### config.mk
export PLATFORM = sky130hd
export DESIGN_NAME = pmx_pad_mux
export DESIGN_NICKNAME = d
export VERILOG_FILES = /design/src/pmx_pkg.sv /design/src/pmx_event_reduce.sv /design/src/pmx_pad_select.sv /design/src/pmx_pad_mux.sv
export SDC_FILE = /design/constraint.sdc
export NUM_CORES = 1
export LEC_CHECK = 0
export BUFFER_PORTS_ARGS = -buffer_cell sky130_fd_sc_hd__buf_2
export CORE_AREA = 5 5 264 266
export CTS_CLUSTER_SIZE = 16
export DETAILED_ROUTE_END_ITERATION = 8
export DIE_AREA = 0 0 269 271
export HOLD_SLACK_MARGIN = 0.05
export PLACE_DENSITY_LB_ADDON = 0.15
export SLEW_MARGIN = 20
export SYNTH_ARGS = -nofsm -noshare
export SYNTH_HDL_FRONTEND = slang
export SYNTH_SLANG_ARGS = --single-unit
### constraint.sdc
create_clock -name clk -period 1.44 [get_ports clk]
set_input_delay 0.144 -clock clk [delete_from_list [all_inputs] [get_ports clk]]
set_output_delay 0.144 -clock clk [all_outputs]
set_load 0.02 [all_outputs]
### src/pmx_pkg.sv
// constants, carrier structs and decoding helpers for the pad mux and pin event logic
package pmx_pkg;

  // ----------------------------------------------------------------
  // geometry
  // ----------------------------------------------------------------
  localparam int          PMX_NUM_PADS     = 32;
  localparam int          PMX_PULL_PADS    = 16;
  localparam int          PMX_SHARE_NUM    = 4;
  localparam int          PMX_SHARE_I2C    = 4;

  // ----------------------------------------------------------------
  // pad indices, port a bits 0..7, b 8..15, c 16..23, d 24..31
  // ----------------------------------------------------------------
  localparam logic [4:0]  PMX_PAD_PA2      = 5'h02;
  localparam logic [4:0]  PMX_PAD_PA3      = 5'h03;
  localparam logic [4:0]  PMX_PAD_PA4      = 5'h04;
  localparam logic [4:0]  PMX_PAD_PB6      = 5'h0e;
  localparam logic [4:0]  PMX_PAD_PD2      = 5'h1a;
  localparam logic [4:0]  PMX_PAD_PD7      = 5'h1f;

  // ----------------------------------------------------------------
  // function field codes and reset values
  // ----------------------------------------------------------------
  localparam logic [1:0]  PMX_FUNC_SPI_DO  = 2'h0;
  localparam logic [1:0]  PMX_FUNC_CS      = 2'h0;
  localparam logic [1:0]  PMX_FUNC_PULSE   = 2'h2;
  localparam logic [31:0] PMX_STRONG_RESET = 32'hffffffff;

  // ----------------------------------------------------------------
  // carriers
  // ----------------------------------------------------------------
  typedef struct packed {
    logic [31:0] input_gate;
    logic [31:0] output_drive_disable;
    logic [31:0] out_value;
    logic [31:0] polarity;
    logic [31:0] drive_strength_select;
    logic [31:0] general_purpose_select;
    logic [31:0] irq_pin_mask;
    logic [31:0] timer0_pin_mask;
    logic [31:0] timer1_pin_mask;
    logic [31:0] timer2_pin_mask;
    logic [1:0]  pa2_function;
    logic [1:0]  pd2_function;
    logic [3:0]  share_out_select;
    logic [7:0]  share_in_select;
    logic        irq_block_enable;
  } pmx_cfg_t;

  typedef struct packed {
    logic        serial_data_out;
    logic        serial_data_out_disable;
    logic        serial_chip_select_function;
    logic        serial_chip_select_disable;
    logic        pulse_output_zero;
    logic        pulse_output_three;
    logic        share_data_out;
    logic        share_data_disable;
    logic        share_clock_out;
    logic        share_clock_disable;
  } pmx_periph_t;

  typedef struct packed {
    logic        serial_data_in_function;
    logic        serial_clock_function;
    logic        i2c_data_in;
    logic        i2c_clock_in;
  } pmx_share_in_t;

  typedef struct packed {
    logic [31:0] irq_status;
    logic [31:0] timer0_status;
    logic [31:0] timer1_status;
    logic [31:0] timer2_status;
    logic        gpio_irq_req;
    logic        gpio_irq_cpu;
    logic [2:0]  timer_signal;
    logic [1:0]  pin_to_cpu_interrupt;
  } pmx_event_t;

  // ----------------------------------------------------------------
  // shared serial pad k: even k carries data, odd k carries clock
  // ----------------------------------------------------------------
  function automatic logic [4:0] pmx_share_pad(input int k);
    logic [4:0] pad;
    pad = PMX_PAD_PA3;
    unique case (k)
      1: pad = PMX_PAD_PA4;
      2: pad = PMX_PAD_PB6;
      3: pad = PMX_PAD_PD7;
      default: pad = PMX_PAD_PA3;
    endcase
    return pad;
  endfunction : pmx_share_pad

endpackage : pmx_pkg

### src/pmx_event_reduce.sv
// masked polarity-adjusted pin reduction for one event target
`timescale 1ns/10ps
`default_nettype none
module pmx_event_reduce (
  input  wire logic [31:0] adjusted,
  input  wire logic [31:0] mask,
  output logic      [31:0] hits,
  output logic             any
);

  // ----------------------------------------------------------------
  // per pin hits and or reduction
  // ----------------------------------------------------------------
  assign hits = adjusted & mask;
  assign any  = |hits;

endmodule : pmx_event_reduce
`default_nettype wire

### src/pmx_pad_select.sv
// per pad choice between general purpose drive and peripheral functions
`timescale 1ns/10ps
`default_nettype none
module pmx_pad_select (
  input  wire logic                 pd2_gp_seen,
  input  wire pmx_pkg::pmx_cfg_t    cfg,
  input  wire pmx_pkg::pmx_periph_t periph,
  output logic [31:0]               drv_out,
  output logic [31:0]               drv_oe
);

  logic [31:0] gp_mode;
  logic [4:0]  pad;

  // ----------------------------------------------------------------
  // output routing
  // ----------------------------------------------------------------
  always_comb begin
    pad = 5'h00;
    gp_mode = cfg.general_purpose_select;
    gp_mode[pmx_pkg::PMX_PAD_PD2] = cfg.general_purpose_select[pmx_pkg::PMX_PAD_PD2] & pd2_gp_seen;
    drv_out = cfg.out_value & gp_mode;
    drv_oe = ~cfg.output_drive_disable & gp_mode;
    if (!gp_mode[pmx_pkg::PMX_PAD_PA2]) begin
      unique case (cfg.pa2_function)
        pmx_pkg::PMX_FUNC_SPI_DO: begin
          drv_out[pmx_pkg::PMX_PAD_PA2] = periph.serial_data_out;
          drv_oe[pmx_pkg::PMX_PAD_PA2] = ~periph.serial_data_out_disable;
        end
        pmx_pkg::PMX_FUNC_PULSE: begin
          drv_out[pmx_pkg::PMX_PAD_PA2] = periph.pulse_output_zero;
          drv_oe[pmx_pkg::PMX_PAD_PA2] = 1'b1;
        end
        default: begin
          drv_out[pmx_pkg::PMX_PAD_PA2] = 1'b0;
          drv_oe[pmx_pkg::PMX_PAD_PA2] = 1'b0;
        end
      endcase
    end
    if (!gp_mode[pmx_pkg::PMX_PAD_PD2]) begin
      unique case (cfg.pd2_function)
        pmx_pkg::PMX_FUNC_CS: begin
          drv_out[pmx_pkg::PMX_PAD_PD2] = periph.serial_chip_select_function;
          drv_oe[pmx_pkg::PMX_PAD_PD2] = ~periph.serial_chip_select_disable;
        end
        pmx_pkg::PMX_FUNC_PULSE: begin
          drv_out[pmx_pkg::PMX_PAD_PD2] = periph.pulse_output_three;
          drv_oe[pmx_pkg::PMX_PAD_PD2] = 1'b1;
        end
        default: begin
          drv_out[pmx_pkg::PMX_PAD_PD2] = 1'b0;
          drv_oe[pmx_pkg::PMX_PAD_PD2] = 1'b0;
        end
      endcase
    end
    for (int k = 0; k < pmx_pkg::PMX_SHARE_NUM; k++) begin
      pad = pmx_pkg::pmx_share_pad(k);
      if (!gp_mode[pad] && cfg.share_out_select[k]) begin
        if (k % 2 == 0) begin
          drv_out[pad] = periph.share_data_out;
          drv_oe[pad] = ~periph.share_data_disable;
        end else begin
          drv_out[pad] = periph.share_clock_out;
          drv_oe[pad] = ~periph.share_clock_disable;
        end
      end
    end
  end

endmodule : pmx_pad_select
`default_nettype wire

### src/pmx_pad_mux.sv
// pad mux and pin event logic top
// Functional notes
// - with gate and disable set, the sampled pad level is readable.
// - pa2 in function mode routes serial data out on 00, pulse zero on 10.
// - pd2 starts as chip select; general mode only after its select bit is set.
// - pd2 in function mode routes pulse three on 10.
// - four bit field picks per shared pad whether the shared serial output drives it.
// - eight bit field picks per shared pad whether it feeds spi input, i2c input, both or neither.
// - pa3 and pa4 have independent spi, i2c input and output select bits.
// - drive strength one is maximum, zero minimum; default maximum; only while driving.
// - output disable high leaves pad undriven; low drives the stored value.
// - input gate low forces the internal input value to zero.
// - in serial function modes the peripheral's own output disable controls the driver; pulse modes always drive.
// - pads outside groups c and d pull up when disable and input are both one.
// - gpio request is or over pads of input xor polarity and mask.
// - each timer signal is or of adjusted input and that timer's pin mask.
// - two cpu interrupt lines reuse the timer0 and timer1 masks.
// - polarity inverts the pad input to choose the triggering edge.
// - request reaches the cpu only with masks and block enable set.
// - irq status shows which pads assert the gpio request, bit n is pin n.
// - polarity selects the counting or starting edge for timers.
// - per timer status shows which pads assert its signal.
`timescale 1ns/10ps
`default_nettype none
module pmx_pad_mux (
  input  wire logic                  clk,
  input  wire logic                  reset,
  input  wire pmx_pkg::pmx_cfg_t     cfg,
  input  wire pmx_pkg::pmx_periph_t  periph,
  input  wire logic [31:0]           pad_in,
  output logic [31:0]                pad_out,
  output logic [31:0]                pad_oe,
  output logic [31:0]                pad_drive_strong,
  output logic [31:0]                pad_pullup,
  output logic [31:0]                in_value,
  output pmx_pkg::pmx_share_in_t     shared_in,
  output pmx_pkg::pmx_event_t        events
);

  // ----------------------------------------------------------------
  // state
  // ----------------------------------------------------------------
  typedef struct packed {
    logic [31:0]            in_gated;
    logic [31:0]            pad_out;
    logic [31:0]            pad_oe;
    logic [31:0]            pad_strong;
    logic [31:0]            pad_pullup;
    pmx_pkg::pmx_share_in_t share;
    pmx_pkg::pmx_event_t    ev;
    logic                   pd2_gp_seen;
  } pmx_state_t;

  pmx_state_t  state;
  pmx_state_t  next_state;
  logic [31:0] adjusted;
  logic [31:0] drv_out;
  logic [31:0] drv_oe;
  logic [31:0] irq_hits;
  logic [31:0] t0_hits;
  logic [31:0] t1_hits;
  logic [31:0] t2_hits;
  logic        irq_any;
  logic        t0_any;
  logic        t1_any;
  logic        t2_any;
  logic [4:0]  pad;

  // ----------------------------------------------------------------
  // submodules
  // ----------------------------------------------------------------
  assign adjusted = state.in_gated ^ cfg.polarity;

  pmx_pad_select u_select (
    .pd2_gp_seen (state.pd2_gp_seen),
    .cfg         (cfg),
    .periph      (periph),
    .drv_out     (drv_out),
    .drv_oe      (drv_oe)
  );

  pmx_event_reduce u_irq (
    .adjusted (adjusted),
    .mask     (cfg.irq_pin_mask),
    .hits     (irq_hits),
    .any      (irq_any)
  );

  pmx_event_reduce u_t0 (
    .adjusted (adjusted),
    .mask     (cfg.timer0_pin_mask),
    .hits     (t0_hits),
    .any      (t0_any)
  );

  pmx_event_reduce u_t1 (
    .adjusted (adjusted),
    .mask     (cfg.timer1_pin_mask),
    .hits     (t1_hits),
    .any      (t1_any)
  );

  pmx_event_reduce u_t2 (
    .adjusted (adjusted),
    .mask     (cfg.timer2_pin_mask),
    .hits     (t2_hits),
    .any      (t2_any)
  );

  // ----------------------------------------------------------------
  // next state
  // ----------------------------------------------------------------
  always_comb begin
    pad = 5'h00;
    next_state = state;
    next_state.in_gated = pad_in & cfg.input_gate;
    next_state.pad_out = drv_out;
    next_state.pad_oe = drv_oe;
    next_state.pad_strong = cfg.drive_strength_select | ~drv_oe;
    next_state.pad_pullup = 32'h00000000;
    for (int i = 0; i < pmx_pkg::PMX_PULL_PADS; i++) begin
      next_state.pad_pullup[i] = cfg.output_drive_disable[i] & state.in_gated[i];
    end
    next_state.share = '0;
    for (int k = 0; k < pmx_pkg::PMX_SHARE_NUM; k++) begin
      pad = pmx_pkg::pmx_share_pad(k);
      if (k % 2 == 0) begin
        next_state.share.serial_data_in_function |= cfg.share_in_select[k] & state.in_gated[pad];
        next_state.share.i2c_data_in |= cfg.share_in_select[k + pmx_pkg::PMX_SHARE_I2C] & state.in_gated[pad];
      end else begin
        next_state.share.serial_clock_function |= cfg.share_in_select[k] & state.in_gated[pad];
        next_state.share.i2c_clock_in |= cfg.share_in_select[k + pmx_pkg::PMX_SHARE_I2C] & state.in_gated[pad];
      end
    end
    next_state.ev.irq_status = irq_hits;
    next_state.ev.timer0_status = t0_hits;
    next_state.ev.timer1_status = t1_hits;
    next_state.ev.timer2_status = t2_hits;
    next_state.ev.gpio_irq_req = irq_any;
    next_state.ev.gpio_irq_cpu = irq_any & cfg.irq_block_enable;
    next_state.ev.timer_signal = {t2_any, t1_any, t0_any};
    next_state.ev.pin_to_cpu_interrupt = {t1_any, t0_any};
    if (cfg.general_purpose_select[pmx_pkg::PMX_PAD_PD2]) begin
      next_state.pd2_gp_seen = 1'b1;
    end
  end

  always_ff @(posedge clk) begin
    if (reset) begin
      state <= '0;
      state.pad_strong <= pmx_pkg::PMX_STRONG_RESET;
    end else begin
      state <= next_state;
    end
  end

  // ----------------------------------------------------------------
  // outputs
  // ----------------------------------------------------------------
  assign pad_out          = state.pad_out;
  assign pad_oe           = state.pad_oe;
  assign pad_drive_strong = state.pad_strong;
  assign pad_pullup       = state.pad_pullup;
  assign in_value         = state.in_gated;
  assign shared_in        = state.share;
  assign events           = state.ev;
endmodule : pmx_pad_mux
`default_nettype wire

* Yosys cells after proc, flatten, opt, wreduce, memory -nomap -nowiden
Index checks and enable logic that the tools add are counted.
** Word-level totals
- Register bits after elaboration :: 300
- Latch bits :: 0
- Bits in writable memories :: 0
- ROM bits :: 0
- Bits of input ports :: 381
- Word-level logic and storage cells :: 96
- Memories kept :: 0
** Cells by class
- Add/subtract/negate cells :: 0
- Multiply operators :: 0
- Divide/modulo/power cells :: 0
- $lt $le $gt $ge :: 0
- Eq/ne operators :: 2
- Shifts and indexed selects :: 0
- Mux-type cells :: 16
- Bitwise operators :: 45
- Reductions and logical operators :: 14
** Operators by type and width (count)
- $and A32 B32 Y32 :: 7
- $reduce_or A32 Y1 :: 4
- $mux W32 :: 2
- $not A32 Y32 :: 2
- $or A32 B32 Y32 :: 1
- $xor A32 B32 Y32 :: 1
- $mux W15 :: 2
- $and A1 B1 Y1 :: 26
- $mux W5 :: 2
- $mux W4 :: 2
- $pmux W1 S2 :: 4
- $eq A2 B2 Y1 const B :: 2
- $logic_and A1 B1 Y1 :: 4
- $logic_not A1 Y1 :: 4
- $logic_not A2 Y1 :: 2
- $mux W1 :: 4
- $not A1 Y1 :: 4
- $or A1 B1 Y1 :: 4

* Longest topological paths before layout
- Depth after elaboration :: 9
- Gate-level depth with buffers :: 5
- Depth with buffers taken out :: 5

* By module
A second synthesis with hierarchy kept.
** Unflattened totals
- Cells, all modules :: 1245
- Area, all modules :: 11923.9 um2
** By module, submodules not included
- pmx_pad_mux :: instances 1, cells each 976, area each 10183.5 um2
- pmx_event_reduce :: instances 4, cells each 45, area each 297.8 um2
- pmx_pad_select :: instances 1, cells each 89, area each 549.3 um2

* Least setup slack after synthesis
OpenSTA, ideal clock, no wires.
- Path type :: reg-to-reg
- Start :: register state, in the netlist in_value[14]
- End :: register state, in the netlist events[6]
- Setup time :: 0.119 ns
- Arrival time :: 1.341 ns
- Slack :: -0.021 ns
- Cell stages (with the launch flop) :: 6
- Path buffers :: 0
- Period minus slack after synthesis :: 1.461 ns
- Cell sequence :: dfxtp_1 xor2_2 a22o_1 a221oi_2 and4_4 a21oi_1
** On the way
- Cells in the longest elaborated chain, start to end :: 3
** Ends and longest elaborated chain
- start: declaration :: RTL line pmx_pad_mux.sv:54 : pmx_state_t state;
- start signal: assignment :: RTL line pmx_pad_mux.sv:153 : state <= next_state;
- $xor A32 B32 Y32 :: RTL line pmx_pad_mux.sv:72 : assign adjusted = state.in_gated ^ cfg.polarity;
- $and A32 B32 Y32 :: RTL line pmx_event_reduce.sv:14 : assign hits = adjusted & mask;
- $reduce_or A32 Y1 :: RTL line pmx_event_reduce.sv:15 : assign any = |hits;
No other way between the ends.
A chain may end at the register's enable or synchronous reset.

* Worst setup path in the final report
- Start :: register state, in the netlist in_value[0]
- End :: register state, in the netlist events[4]
The elaborated chain is that of the path after synthesis.

==> metrics.md <==
| Metric | Value |
|---|---|
| Reg2Reg Depth | `7` |
| Share of layout cells above drive strength 1 | `0.436` |
| DIE WIDTH | `269 um` |
| Die Area | `approximately 73000 um2` |
| Hold Vio Cnt, Final | `0` |
| Root buf cell | `clkbuf_16` |
| Largest net degree at the start of global routing | `23` |
| Area Overhead vs Synth | `117%` |
| H-tree depth | `2` |
| Min Tclk post-route | `1.59 ns` |
| Worst hold path type | `input pin to register` |
| GP Congestion | `0.804` |
| Met3 Usage GRT | `0.0392` |
| Clock buffer depth | `3` |
| Clock latency on the worst-skew pair | `~0.55 ns` |
| Vias in the first global route | `between 10000 and 15000` |
| Total track usage | `0.156` |
| Commonest cells post-synth | `dfxtp_1 (282), nor2_1 (132), and2_1 (128)` |
| DRC | `0` |
| Setup violators final | `5` |
| Violated checks | `negative setup slack` |
| Cells after Synth | `890` |
| Final WS setup | `-0.147 ns` |
| Clock Skews | `slightly below 0.02 ns` |
| FMAX | `between 0.6 and 0.7 GHz` |
| Switching pwr | `5910 uW` |
| Drt via density | `3.64` |
| CP arrival | `2.03 ns` |
| CP max FO | `4` |
| CP Capture Point | `events[4]` |
| Routed WL per cell | `20.1 um` |
| Worst-path clk slew | `0.06 ns` |
| Synth area leaders | `dfxtp_1 (62%), and2_1 (8.8%), nor2_1 (5.4%)` |
| Maximum vdd drop | `0.651 mV` |
| Synth warnings | `0` |
| CP Class | `register to register` |
| Clk network pwr share | `0.425` |
| Worst Setup SP | `in_value[0]` |
| Post-DP HPWL | `49.0 mm` |
| Worst r2r src | `in_value[0]` |
| Worst slew margin | `0.646` |
| Cell taking the most area after synthesis | `dfxtp_1` |
| R2R setup slack | `-0.15 ns` |
| Synth async-reset ratio | `0` |
| Starting DRC count in detailed routing | `294` |
| First-pass GRT wire length | `82.4 mm` |
| Period utilization | `1.10` |
| CTS tree | `built` |
| Outcome | `complete, but fails checks` |
| Reg area | `5670 um2` |
| Nets | `2456` |
| Via count | `10858` |
| Power per Cell Area | `1080 nW/um2` |
| Area of the multi-input gates | `3630 um2` |
| Grt total ovfl | `0` |
| FP Rows | `95` |
| Max Cap Viol | `0` |
| I/O pin cnt | `680` |
| Internal power | `15400 uW` |
| Worst R2R End | `events[4]` |
| Seq/Total Area, Yosys | `0.619` |
| Mapped cell area | `between 9000 and 10000 um2` |
| Cell variety after synth | `25` |
| Number of I/O port buffers | `663` |
| Most common cell in the netlist | `dfxtp_1` |
| Pleak | `0.00952 uW` |
| Post-synth top flop | `dfxtp_1` |
| Fin Hold WS | `0.00734 ns` |
| Initial Util | `0.137` |
| Switching fraction of total power | `0.277` |
| RSZ-0062 raised after global routing | `yes` |
| Worst Setup Start Kind | `register` |
| Core area | `66800 um2` |
| CP endpoint kind | `register` |
| Num CTS Buffers | `37` |
| EDFF count, synth | `0` |
| Initial antenna violation count | `15` |
| Drt pass-1 iters | `4` |
| Gr busiest metal | `met2` |
| Met1 Use GR | `0.184` |
| Top cell type's share of synthesized area | `0.619` |
| Critical Path RT | `1.88 ns` |
| CTS sink count | `282` |
| Combinational power share | `0.187` |
| Routed Antenna Nets | `0` |
| Setup_tns | `-0.356 ns` |
| Drt total wl | `around 60 mm` |
| Seq pwr share | `0.387` |
| Dpl ws | `-0.442 ns` |
| Slew @ Worst Pin | `0.529 ns` |
| Die Y-Extent | `roughly 270 um` |
| Final max-slew violation count | `0` |
| Fillers | `7154` |
| Post-synthesis register bit count | `282` |
| Placed Instances | `around 2500` |
| Synthesized area per cell | `10.3 um2` |
| M2 GR Usage | `0.274` |
| Cell Count, Final, Fillers Out | `2979` |
worst min-delay path by stage:
stage | slack, ns | cells after the start | end | start
finish | 0.007 | 4 | pad_oe[26] | cfg[13]
global route | 0.05 | 4 | pad_oe[26] | cfg[13]
floorplan | 0.22 | 1 | pad_oe[0] | cfg[273]
detailed placement | 0.31 | 2 | pad_oe[18] | cfg[291]
CTS | 0.07 | 4 | pad_oe[3] | periph[2]
global placement | 0.31 | 2 | pad_oe[18] | cfg[291]
power groups by stage:
stage                     Sequential (uW)  Clock, uW  Combinational [uW]
after global routing                 8300       9760                4300
after global placement               8420          0                3100
after CTS                            8260       9480                4020
after floorplan                      8850          0                 738
after detailed placement             8420          0                3090
final                                8270       9080                3990
kinds of logic after synthesis:
group,after synthesis,synth area share
other,1,0.000411
buffers and inverters,62,0.0341
flip-flops,282,0.619
AO/OA/AOI/OAI,83,0.0683
AND/OR/NAND/NOR,427,0.243
multiplexers,3,0.00329
XOR/XNOR,32,0.0324
per-layer routing:
| layer | wire [um] | share of wire |
|---|---|---|
| met1 | 24000 | 0.40 |
| met3 | 4290 | 0.072 |
| met5 | 0 | 0 |
| met4 | 2020 | 0.034 |
| met2 | 29500 | 0.49 |
registers in the layout (all words and copies together), names as in the netlist:
signal            cells
in_value             32
pad_drive_strong     32
pad_oe               32
pad_pullup           16
pad_out              32
state                 1
events              133
shared_in             4
cell type report:
| cell class | instances | area share |
|---|---|---|
| clock inverters | 11 | 0.00486 |
| repair buffers | 1164 | 0.411 |
| diodes | 7 | 0.000883 |
| flip-flops and latches | 282 | 0.286 |
| multi-input cells | 561 | 0.183 |
| inverters | 29 | 0.00549 |
| clock buffers | 52 | 0.0536 |
| well taps | 873 | 0.0551 |
through the flow:
stage	area [um2]	utilization	power (uW)
floorplan	9180	-	9590
global placement	14200	0.213	11500
detailed placement	14200	0.213	11500
CTS	19600	0.294	21800
global route	19800	0.297	22400
finish	19800	0.297	21300
timing repair:
| item | 4_1_cts | 5_1_grt |
|---|---|---|
| cloned | 0 | 0 |
| pin swaps | 22 | 18 |
| gates resized for setup | 64 | 31 |
| buffers inserted | 1 | 5 |
| hold buffers | 395 | 0 |
| setup endpoints to repair | 58 | 29 |
| hold endpoints to repair | 282 | 0 |
layout by cell type (no fill, tap or decap), drive strengths merged:
cell type / instances
inv: 29
a22o: 4
dlygate4sd3: 394
and2: 128
or3: 32
and4: 1
dfxtp: 282
clkinvlp: 2
xor2: 32
nand2b: 27
a211oi: 1
diode: 7
clkbuf: 52
nand2: 53
a22oi: 60
nor2: 132
nor4: 3
conb: 16
clkinv: 8
a221oi: 4
mux2i: 3
nand4: 14
nor3: 1
bufinv: 1
nor2b: 36
buf: 770
a21oi: 14
worst max-delay path, stage by stage (launching register included):
cell	delay [ns]
dfxtp_2	0.32
xor2_1	0.15
buf_4	0.17
buf_4	0.14
a22oi_2	0.17
nand4_1	0.16
nor4_2	0.30
nor2_1	0.07
(Power assumes the default switching activity.)
